$ cat src/logic/ddr3_link_pkg.sv
// Shared constants and types for both ends of the DDR3 command link
//
// Function
// - Calibrate only with all banks precharged, tRP met
// - Channel quiet during calibration except more calibration
// - Device accepts long and short calibration commands
// - Controller issues long calibration after self-refresh exit
// - Calibration may overlap DLL reset and locking
// - Two ranks never overlap calibration windows
// - Clock enable held high throughout calibration
// - Termination off and bus idle during calibration
// - Activate a row before reading or writing it
// - Early access allowed when spacing plus AL meets tRCD
// - Timing minimums round up to whole clock cycles
// - Reads and writes spaced at least tCCD apart
// - Precharge before reactivating; same-bank activations tRC apart
// - Different-bank activations at least tRRD apart
// - At most four activations per rolling tFAW window
// - First read data RL equals AL plus CL
// - Read beats follow on both clock edges, in order
// - Strobe preamble and postamble, data floats after burst
// - tCCD-spaced reads seamless; chop leaves gap; no truncation
// - Read to write at least RL+tCCD-WL+2 cycles
// - Precharge after read: four clocks and tRTP after AL
// - Auto precharge after AL+tRTP, held off by tRAS
package ddr3_link_pkg;

	localparam int NBANK = 8;
	localparam int BA_W  = 3;
	localparam int A_W   = 14;
	localparam int DQ_W  = 8;
	localparam int CNT_W = 10;
	localparam int DIV_W = 4;
	localparam int COL_W = 10;

	localparam int SYS_PERIOD_PS = 10000;
	localparam int CK_HALF_SYS   = 6;
	localparam int CK_PERIOD_PS  = 2 * CK_HALF_SYS * SYS_PERIOD_PS;
	localparam logic [DIV_W-1:0] CK_HALF = DIV_W'(CK_HALF_SYS);
	localparam logic [DIV_W-1:0] CK_TOP  = DIV_W'(2 * CK_HALF_SYS - 1);

	localparam int T_RCD_PS = 13750;
	localparam int T_RP_PS  = 13750;
	localparam int T_RC_PS  = 48750;
	localparam int T_RAS_PS = 35000;
	localparam int T_RRD_PS = 7500;
	localparam int T_FAW_PS = 40000;
	localparam int T_RTP_PS = 7500;

	// Round every minimum up to whole CK cycles
	localparam int T_RCD_CK = (T_RCD_PS + CK_PERIOD_PS - 1) / CK_PERIOD_PS;
	localparam int T_RP_CK  = (T_RP_PS + CK_PERIOD_PS - 1) / CK_PERIOD_PS;
	localparam int T_RC_CK  = (T_RC_PS + CK_PERIOD_PS - 1) / CK_PERIOD_PS;
	localparam int T_RAS_CK = (T_RAS_PS + CK_PERIOD_PS - 1) / CK_PERIOD_PS;
	localparam int T_RRD_CK = (T_RRD_PS + CK_PERIOD_PS - 1) / CK_PERIOD_PS;
	localparam int T_FAW_CK = (T_FAW_PS + CK_PERIOD_PS - 1) / CK_PERIOD_PS;
	localparam int T_RTP_CK = (T_RTP_PS + CK_PERIOD_PS - 1) / CK_PERIOD_PS;

	localparam int AL         = 0;
	localparam int CL         = 5;
	localparam int CWL        = 5;
	localparam int RL         = AL + CL;
	localparam int WL         = AL + CWL;
	localparam int T_CCD_CK   = 4;
	localparam int FAW_ACTS   = 4;
	localparam int RD2PRE_MIN = 4;
	localparam int RTW_CK     = RL + T_CCD_CK - WL + 2;
	localparam int RD2PRE_CK  = (AL + T_RTP_CK > RD2PRE_MIN) ?
		AL + T_RTP_CK : RD2PRE_MIN;
	localparam int AP_CK      = AL + ((T_RTP_CK > RD2PRE_MIN) ?
		T_RTP_CK : RD2PRE_MIN);
	localparam int RD_SR_W    = RL + 4;

	localparam logic [CNT_W-1:0] ZQINIT_CK = 10'h200;
	localparam logic [CNT_W-1:0] ZQOPER_CK = 10'h100;
	localparam logic [CNT_W-1:0] ZQCS_CK   = 10'h040;

	localparam int A10_BIT = 10;
	localparam int A12_BIT = 12;

	// Command bus order: cs_n, ras_n, cas_n, we_n
	localparam logic [3:0] CMD_ACT = 4'h3;
	localparam logic [3:0] CMD_RD  = 4'h5;
	localparam logic [3:0] CMD_WR  = 4'h4;
	localparam logic [3:0] CMD_PRE = 4'h2;
	localparam logic [3:0] CMD_ZQ  = 4'h6;
	localparam logic [3:0] CMD_NOP = 4'h7;

	localparam logic [1:0] DQS_DATA = 2'h2;
	localparam logic [1:0] DQS_LOW  = 2'h0;

	typedef enum logic [2:0] {
		OP_ACT  = 3'b000,
		OP_RD   = 3'b001,
		OP_RDA  = 3'b010,
		OP_WR   = 3'b011,
		OP_PRE  = 3'b100,
		OP_ZQCL = 3'b101,
		OP_ZQCS = 3'b110
	} op_e;

	typedef enum logic [1:0] {
		RS_IDLE = 2'b00,
		RS_PRE  = 2'b01,
		RS_DATA = 2'b10,
		RS_POST = 2'b11
	} rd_state_e;

	typedef struct packed {
		logic             v;
		logic             bc4;
		logic [COL_W-1:0] col;
	} rd_slot_s;

endpackage
$ cat src/logic/ddr3_link_if.sv
// Pin-level link joining the DDR3 controller end and the DRAM end
`timescale 1ns/100ps
`default_nettype none
interface ddr3_link_if;
	import ddr3_link_pkg::*;

	logic                ck;
	logic                cke;
	logic                odt;
	logic [3:0]          cmd_n;
	logic [BA_W-1:0]     ba;
	logic [A_W-1:0]      addr;
	logic [2*DQ_W-1:0]   dq_o;
	logic                dq_oe;
	logic [1:0]          dqs_o;
	logic                dqs_oe;

	// Floating pins are shown by the enables; the complement is ~dqs_o
	modport host (
		output ck, cke, odt, cmd_n, ba, addr,
		input  dq_o, dq_oe, dqs_o, dqs_oe
	);
	modport dram (
		input  ck, cke, odt, cmd_n, ba, addr,
		output dq_o, dq_oe, dqs_o, dqs_oe
	);
endinterface
`default_nettype wire

$ cat src/logic/ddr3_ctrl_end.sv
// Controller end: CK divider, command timing checks and read capture
`timescale 1ns/100ps
`default_nettype none
module ddr3_ctrl_end
(
	input  wire logic                           clock,
	input  wire logic                           sys_rst,
	ddr3_link_if.host                           link,
	input  wire logic                           req_valid,
	input  wire ddr3_link_pkg::op_e             req_op,
	input  wire logic [ddr3_link_pkg::BA_W-1:0] req_bank,
	input  wire logic [ddr3_link_pkg::A_W-1:0]  req_addr,
	input  wire logic                           req_bc4,
	output logic                                req_ack,
	output logic                                rd_valid,
	output logic [2*ddr3_link_pkg::DQ_W-1:0]    rd_data
);
	import ddr3_link_pkg::*;

	logic [DIV_W-1:0]    div;
	logic [DIV_W-1:0]    next_div;
	logic                slot;
	logic                ok;
	logic                issue;
	logic                is_zq_op;
	logic                is_rd_op;
	logic [3:0]          cmd_code;
	logic [A_W-1:0]      out_addr;
	logic [CNT_W-1:0]    rrd_c;
	logic [CNT_W-1:0]    ccd_c;
	logic [CNT_W-1:0]    rtw_c;
	logic [CNT_W-1:0]    zq_c;
	logic [1:0]          faw_ptr;
	logic [RD_SR_W-1:0]  sr_v;
	logic [RD_SR_W-1:0]  sr_bc;
	logic                cap;
	wire  [NBANK-1:0]    act_ok_w;
	wire  [NBANK-1:0]    rd_ok_w;
	wire  [NBANK-1:0]    pre_ok_w;
	wire  [NBANK-1:0]    idle_w;
	wire  [FAW_ACTS-1:0] faw_busy_w;

	function automatic logic [CNT_W-1:0] dec(input logic [CNT_W-1:0] v);
		return (v == '0) ? v : v - CNT_W'(1);
	endfunction

	// CK comes from the system clock; commands change as CK falls
	assign next_div = (div == CK_TOP) ? '0 : div + DIV_W'(1);
	assign slot     = next_div == CK_HALF;

	always_ff @(posedge clock or posedge sys_rst)
		if (sys_rst)
		begin
			div     <= '0;
			link.ck <= 1'b0;
		end
		else
		begin
			div     <= next_div;
			link.ck <= next_div < CK_HALF;
		end

	assign is_zq_op = req_op == OP_ZQCL || req_op == OP_ZQCS;
	assign is_rd_op = req_op == OP_RD || req_op == OP_RDA;

	// Legality of the pending request at the next command slot
	always_comb
	begin
		ok       = 1'b0;
		cmd_code = CMD_NOP;
		out_addr = req_addr;
		case (req_op)
			OP_ACT:
			begin
				ok = act_ok_w[req_bank] && rrd_c == '0 &&
					!faw_busy_w[faw_ptr];
				cmd_code = CMD_ACT;
			end
			OP_RD, OP_RDA:
			begin
				ok = rd_ok_w[req_bank] && ccd_c == '0;
				cmd_code = CMD_RD;
				out_addr[A10_BIT] = req_op == OP_RDA;
				out_addr[A12_BIT] = !req_bc4;
			end
			OP_WR:
			begin
				ok = rd_ok_w[req_bank] && ccd_c == '0 &&
					rtw_c == '0;
				cmd_code = CMD_WR;
				out_addr[A10_BIT] = 1'b0;
				out_addr[A12_BIT] = !req_bc4;
			end
			OP_PRE:
			begin
				ok = pre_ok_w[req_bank];
				cmd_code = CMD_PRE;
				out_addr[A10_BIT] = 1'b0;
			end
			OP_ZQCL, OP_ZQCS:
			begin
				ok = &idle_w;
				cmd_code = CMD_ZQ;
				out_addr[A10_BIT] = req_op == OP_ZQCL;
			end
			default:
				ok = 1'b0;
		endcase
		// Only further calibration may enter a calibration window
		if (zq_c != '0 && !is_zq_op)
			ok = 1'b0;
	end

	assign issue = slot && req_valid && ok;

	for (genvar b = 0; b < NBANK; b++)
	begin : g_bank
		logic             open_b;
		logic             hit;
		logic [CNT_W-1:0] rcd_c;
		logic [CNT_W-1:0] ras_c;
		logic [CNT_W-1:0] rp_c;
		logic [CNT_W-1:0] rc_c;
		logic [CNT_W-1:0] rtp_c;

		assign hit         = issue && req_bank == BA_W'(b);
		assign act_ok_w[b] = !open_b && rp_c == '0 && rc_c == '0;
		// Early read allowed once the remaining tRCD is covered by AL
		assign rd_ok_w[b]  = open_b && rcd_c <= CNT_W'(AL);
		assign pre_ok_w[b] = rtp_c == '0 && ras_c == '0;
		assign idle_w[b]   = !open_b && rp_c == '0;

		always_ff @(posedge clock or posedge sys_rst)
			if (sys_rst)
			begin
				open_b <= 1'b0;
				rcd_c  <= '0;
				ras_c  <= '0;
				rp_c   <= '0;
				rc_c   <= '0;
				rtp_c  <= '0;
			end
			else if (slot)
			begin
				rcd_c <= dec(rcd_c);
				ras_c <= dec(ras_c);
				rp_c  <= dec(rp_c);
				rc_c  <= dec(rc_c);
				rtp_c <= dec(rtp_c);
				if (hit && req_op == OP_ACT)
				begin
					open_b <= 1'b1;
					rcd_c  <= CNT_W'(T_RCD_CK);
					ras_c  <= CNT_W'(T_RAS_CK);
					rc_c   <= CNT_W'(T_RC_CK);
				end
				if (hit && is_rd_op)
					rtp_c <= CNT_W'(RD2PRE_CK);
				// Auto precharge closes the row once tRAS and AL+tRTP pass
				if (hit && req_op == OP_RDA)
				begin
					open_b <= 1'b0;
					rp_c   <= ((ras_c > CNT_W'(AP_CK)) ? ras_c :
						CNT_W'(AP_CK)) + CNT_W'(T_RP_CK);
				end
				if (hit && req_op == OP_PRE)
				begin
					open_b <= 1'b0;
					rp_c   <= CNT_W'(T_RP_CK);
				end
			end
	end

	// Four rolling windows; the oldest must expire before a new ACT
	for (genvar f = 0; f < FAW_ACTS; f++)
	begin : g_faw
		logic [CNT_W-1:0] win;

		assign faw_busy_w[f] = win != '0;

		always_ff @(posedge clock or posedge sys_rst)
			if (sys_rst)
				win <= '0;
			else if (slot && issue && req_op == OP_ACT && faw_ptr == 2'(f))
				win <= CNT_W'(T_FAW_CK);
			else if (slot)
				win <= dec(win);
	end

	always_ff @(posedge clock or posedge sys_rst)
		if (sys_rst)
		begin
			rrd_c   <= '0;
			ccd_c   <= '0;
			rtw_c   <= '0;
			zq_c    <= '0;
			faw_ptr <= '0;
		end
		else if (slot)
		begin
			rrd_c <= dec(rrd_c);
			ccd_c <= dec(ccd_c);
			rtw_c <= dec(rtw_c);
			zq_c  <= dec(zq_c);
			if (issue && req_op == OP_ACT)
			begin
				rrd_c   <= CNT_W'(T_RRD_CK);
				faw_ptr <= faw_ptr + 2'h1;
			end
			// Load one less: tCCD exactly, so BL8 reads run seamless
			if (issue && (is_rd_op || req_op == OP_WR))
				ccd_c <= CNT_W'(T_CCD_CK - 1);
			if (issue && is_rd_op)
				rtw_c <= CNT_W'(RTW_CK);
			// Long form always waits the init length: one rank, no SR exit
			if (issue && req_op == OP_ZQCL)
				zq_c <= ZQINIT_CK;
			else if (issue && req_op == OP_ZQCS)
				zq_c <= ZQCS_CK;
		end

	// Clock enable low in reset, then stays high; termination stays off throughout
	always_ff @(posedge clock or posedge sys_rst)
		if (sys_rst)
		begin
			link.cke   <= 1'b0;
			link.odt   <= 1'b0;
			link.cmd_n <= CMD_NOP;
			link.ba    <= '0;
			link.addr  <= '0;
			req_ack    <= 1'b0;
		end
		else
		begin
			link.cke <= 1'b1;
			link.odt <= 1'b0;
			req_ack  <= issue;
			if (slot)
			begin
				link.cmd_n <= issue ? cmd_code : CMD_NOP;
				if (issue)
				begin
					link.ba   <= req_bank;
					link.addr <= out_addr;
				end
			end
		end

	// Sample mid-cycle, half a CK after the DRAM end updated the data
	always_comb
	begin
		cap = 1'b0;
		for (int j = 0; j < 4; j++)
			if (sr_v[RL+j] && !(sr_bc[RL+j] && j >= 2))
				cap = 1'b1;
	end

	always_ff @(posedge clock or posedge sys_rst)
		if (sys_rst)
		begin
			sr_v     <= '0;
			sr_bc    <= '0;
			rd_valid <= 1'b0;
			rd_data  <= '0;
		end
		else
		begin
			rd_valid <= slot && cap;
			if (slot)
			begin
				sr_v  <= {sr_v[RD_SR_W-2:0], issue && is_rd_op};
				sr_bc <= {sr_bc[RD_SR_W-2:0], req_bc4};
				if (cap)
					rd_data <= link.dq_o;
			end
		end

endmodule
`default_nettype wire

$ cat src/flat_wrapper.sv
// flat-port wrapper written by rule: the top's interface ports become plain ports
module ddr3_ctrl_end_flat import ddr3_link_pkg::*;
  (clock, sys_rst, req_valid, req_op, req_bank, req_addr, req_bc4, req_ack, rd_valid, rd_data, link_ck, link_cke, link_odt, link_cmd_n, link_ba, link_addr, link_dq_o, link_dq_oe, link_dqs_o, link_dqs_oe);
  ddr3_link_if link_i ();
  input  wire logic clock;
  input  wire logic sys_rst;
  input  wire logic req_valid;
  input  wire ddr3_link_pkg::op_e req_op;
  input  wire logic [ddr3_link_pkg::BA_W-1:0] req_bank;
  input  wire logic [ddr3_link_pkg::A_W-1:0] req_addr;
  input  wire logic req_bc4;
  output logic req_ack;
  output logic rd_valid;
  output logic [2*ddr3_link_pkg::DQ_W-1:0] rd_data;
  output wire logic [$bits(link_i.ck)-1:0] link_ck;
  output wire logic [$bits(link_i.cke)-1:0] link_cke;
  output wire logic [$bits(link_i.odt)-1:0] link_odt;
  output wire logic [$bits(link_i.cmd_n)-1:0] link_cmd_n;
  output wire logic [$bits(link_i.ba)-1:0] link_ba;
  output wire logic [$bits(link_i.addr)-1:0] link_addr;
  input wire logic [$bits(link_i.dq_o)-1:0] link_dq_o;
  input wire logic [$bits(link_i.dq_oe)-1:0] link_dq_oe;
  input wire logic [$bits(link_i.dqs_o)-1:0] link_dqs_o;
  input wire logic [$bits(link_i.dqs_oe)-1:0] link_dqs_oe;
  assign link_ck = link_i.ck;
  assign link_cke = link_i.cke;
  assign link_odt = link_i.odt;
  assign link_cmd_n = link_i.cmd_n;
  assign link_ba = link_i.ba;
  assign link_addr = link_i.addr;
  assign link_i.dq_o = link_dq_o;
  assign link_i.dq_oe = link_dq_oe;
  assign link_i.dqs_o = link_dqs_o;
  assign link_i.dqs_oe = link_dqs_oe;
  ddr3_ctrl_end u_core (.clock(clock), .sys_rst(sys_rst), .link(link_i), .req_valid(req_valid), .req_op(req_op), .req_bank(req_bank), .req_addr(req_addr), .req_bc4(req_bc4), .req_ack(req_ack), .rd_valid(rd_valid), .rd_data(rd_data));
endmodule
$ cat config.mk
export PLATFORM = sky130hd
export DESIGN_NAME = ddr3_ctrl_end_flat
export DESIGN_NICKNAME = d
export VERILOG_FILES = /design/src/logic/ddr3_link_pkg.sv /design/src/logic/ddr3_link_if.sv /design/src/logic/ddr3_ctrl_end.sv /design/src/flat_wrapper.sv
export SDC_FILE = /design/constraint.sdc
export NUM_CORES = 2
export LEC_CHECK = 0
export BUFFER_PORTS_ARGS = -buffer_cell sky130_fd_sc_hd__buf_4
export CORE_MARGIN = 5
export CORE_UTILIZATION = 30
export DETAILED_ROUTE_END_ITERATION = 7
export MAX_ROUTING_LAYER = met4
export PLACE_DENSITY = 0.47
export SYNTH_ARGS = -nofsm -noshare
export SYNTH_HDL_FRONTEND = slang
export SYNTH_SLANG_ARGS = --single-unit
$ cat constraint.sdc
create_clock -name clock -period 27 [get_ports clock]
set_input_delay 5.4 -clock clock [delete_from_list [all_inputs] [get_ports clock]]
set_output_delay 5.4 -clock clock [all_outputs]
set_load 0.02 [all_outputs]
==> results.yml <==
yosys:
  synth_edf_count: 0
  synthTopCellsByArea: "dfrtp_1 (46%), xnor2_1 (6.4%), nor2_1 (5.7%), xor2_1 (4.7%), nand2_1 (4.2%)"
  synth_ff_type: "dfrtp_1"
  synth_area_sq_um: 30170
  synth_cell_type_count: 95
  yosysTopAreaCell: "dfrtp_1"
  synth-seq-area-share_pct: 45.80
  synth-seq-cells: 552
  synthCells: 3233
  syn_area_per_cell_sq_um: 9.332
  synth-warning-count: 0
  yosys.area.top_type_share_pct: 45.54
  synth_async_sr_flop_share_pct: 100.0
clocking:
  clockRootBuffer: "clkbuf_16"
  path_clk_slew_ns: 0.06
  cts_tree: "yes"
  post_cts_buffers: 0
  cts_resized: 0
  insertion_delay_ns: 0.61
  cts_buffer_depth: 3
  cts_hold_buf: 0
  numCtsBuffers: 68
  ctsHtreeMaxLevel: 3
  cts_sinks: 552
power:
  p_switching_mw: 0.4008
  p_int_mw: 1.414
  p_comb_share_pct: 2.6
  p_per_area_nw_per_um2: 52.72
  p_sw_share_pct: 22.08
  pwr-share-clk_pct: 51.4
  seqPwrFrac_pct: 46.0
  leakage_nw: 13.98
  ir_worst_vdd_v: 0.00003774
worst_setup_path:
  critical_path.max_fanout: 22
  cp.arrival_ns: 9.66
  critPathKind: "in -> reg"
  worst_ep_required_time_ns: 27.46
  end_kind: "register"
  start_kind: "input port"
outcome:
  outcome: "finished clean"
detailed_routing:
  met1Wirelength_mm: 37.63
  totalWireLength_mm: 77.85
  first_iter_violations: 1498
  drc_errors: 0
  dr_wl_met3_mm: 3.350
  wl_per_cell_microns: 16.72
  met2_length_mm: 34.75
  vias: 23040
  routed.top_layer: "met4"
  via_per_inst: 4.947
  antenna_left: 0
  drt_first_pass_iters: 5
final_layout:
  areaGrowthSynthToFinish_pct: 14.10
  final_cell_mix: "dfrtp_1 (549), nor2_1 (460), nand2_1 (340)"
  fillers: 10250
  finalNetCount: 3451
  layout_commonest_cell: "dfrtp_1"
  drive_gt1_share_pct: 9.383
timing:
  tightest_slew_ns: 1.136
  skew_ns: 0.02673
  min_period_ns: 9.205
  finalHoldViolations: 0
  hold_ws_ns: 0.4570
  min_period_over_period_pct: 34.09
  slew_violations: 0
  grt_setup_unrepaired: "no"
  finalSetupTns_ns: 0
  finalSetupViolations: 0
  slew_headroom_pct: 23.63
  fmax_ghz: 0.1086
run:
  maxCapViolCount: 0
floorplan:
  core_area_sq_um: 100000
  die_h_microns: 327.1
  row_count: 116
  die_area_sq_um: 107000
  start_util_pct: 30.17
  die_w_microns: 327.1
  num_io_pins: 86
global_routing:
  track_usage_pct: 14.80
  grt_max_degree: 149
  grt_pass1_vias: 22720
  grt_overflow_total: 0
  grt_first_pass_wirelength_mm: 126.0
  antenna_found_initial: 3
place:
  io_buffers: 79
  gp_congestion: 0.8076
  place.detailed.hpwl_mm: 53.01
hold_path:
  hold_class: "reg -> reg"
registers in the layout (all words and copies together), names as in the netlist, 2 cells and up:
register and flops:
u_core.ccd_c 10, u_core.div 4, u_core.faw_ptr 2, u_core.g_bank.open_b 8
u_core.g_bank.ras_c 80, u_core.g_bank.rc_c 80, u_core.g_bank.rcd_c 80, u_core.g_bank.rp_c 80
u_core.g_bank.rtp_c 80, u_core.g_faw.win 40, u_core.link.addr 14, u_core.link.ba 3
u_core.link.cmd_n 3, u_core.rd_data 16, u_core.rrd_c 10, u_core.rtw_c 10
u_core.sr_bc 9, u_core.sr_v 9, u_core.zq_c 10
final timing paths:
kind | from | to | slack, ns | cells past startpoint
setup / recovery | req_bank[0] | u_core.g_bank[2].rp_c[4] | 17.80 | 10
min in group asynchronous | sys_rst | u_core.g_bank[6].rtp_c[7] | 4.86 | 2
setup reg to reg | u_core.g_bank[3].rp_c[0] | u_core.g_bank[1].rc_c[1] | 21.92 | 13
max in group asynchronous | sys_rst | u_core.faw_ptr[0] | 19.94 | 4
hold / removal | u_core.g_bank[0].rc_c[6] | u_core.g_bank[0].rc_c[6] | 0.46 | 1
hold reg to reg | u_core.g_bank[0].rc_c[6] | u_core.g_bank[0].rc_c[6] | 0.46 | 1
Yosys cell counts, types with 28 or more instances:
cell type	number
nor2_1	461
inv_1	128
mux2_2	28
o22ai_1	54
xnor2_1	221
a21oi_1	78
xor2_1	161
nand2b_1	28
or4_1	42
dfrtp_1	549
o21ai_0	109
nor2b_1	32
nand3_1	91
and3_1	37
or3_1	59
nor4_1	109
mux2i_1	41
nand4_1	29
clkbuf_1	58
nor3_1	135
ha_1	95
nand2_1	340
per-stage QoR:
step	util, %	cells	setup slack (ns)	total power [mW]	area, sq um
4_1_cts	34.42	4655	17.89	1.853	34420
3_3_place_gp	32.17	4540	17.16	0.8993	32170
6_report	34.43	4657	17.80	1.815	34430
2_1_floorplan	-	3234	6.171	0.8774	30170
3_5_place_dp	32.17	4540	17.27	0.8995	32170
5_1_grt	34.42	4656	17.59	1.889	34420
cell type report:
cell class / instances / area (sq um) / area share (%)
multi-input combinational: 2453 / 15410 / 44.77
sequential: 552 / 13820 / 40.14
clock buffer: 96 / 2001 / 5.812
tap: 1298 / 1624 / 4.718
timing repair buffer: 108 / 823.3 / 2.392
inverter: 129 / 491.7 / 1.428
clock inverter: 19 / 251.5 / 0.7305
antenna: 2 / 5.005 / 0.01454
kinds of logic (layout without fill, tap and decap cells):
logic type                 count (synthesis)  after routing  share of synthesized area, %
muxes                                     75             75                         2.679
adders and majority gates                 95             95                         3.940
DFF                                      552            552                         45.80
other                                      2              5                       0.02489
xor gates and xnor gates                 382            382                         11.09
and+or+nand+nor                         1513           1513                         25.15
AOI/OAI and AO/OA                        385            385                         8.157
buffers and inverters                    229            352                         3.164
power groups by stage:
stage          clock network (mW)  logic, mW  registers, mW
2_1_floorplan                   0     0.0259          0.852
3_3_place_gp                    0     0.0490          0.850
3_5_place_dp                    0     0.0493          0.850
4_1_cts                     0.968     0.0493          0.835
5_1_grt                     0.999     0.0538          0.835
6_report                    0.932     0.0474          0.836
worst max-delay path: stages:
cell and delay, ns:
buf_4 0.29, nor3b_1 0.19, a41o_1 0.31, nor4_1 0.78
a2111oi_0 0.15, o21ai_0 0.62, nand3_2 0.69, and3_1 0.47
o22ai_1 0.55, o22ai_1 0.19
routing by layer:
layer | vias to the layer above | GRT usage (%)
li1 | 11400 | -
met1 | 11180 | 20.09
met2 | 326 | 22.93
met3 | 132 | 2.747
met4 | 0 | 3.818
met5 | - | -
(Power assumes the default switching activity.)
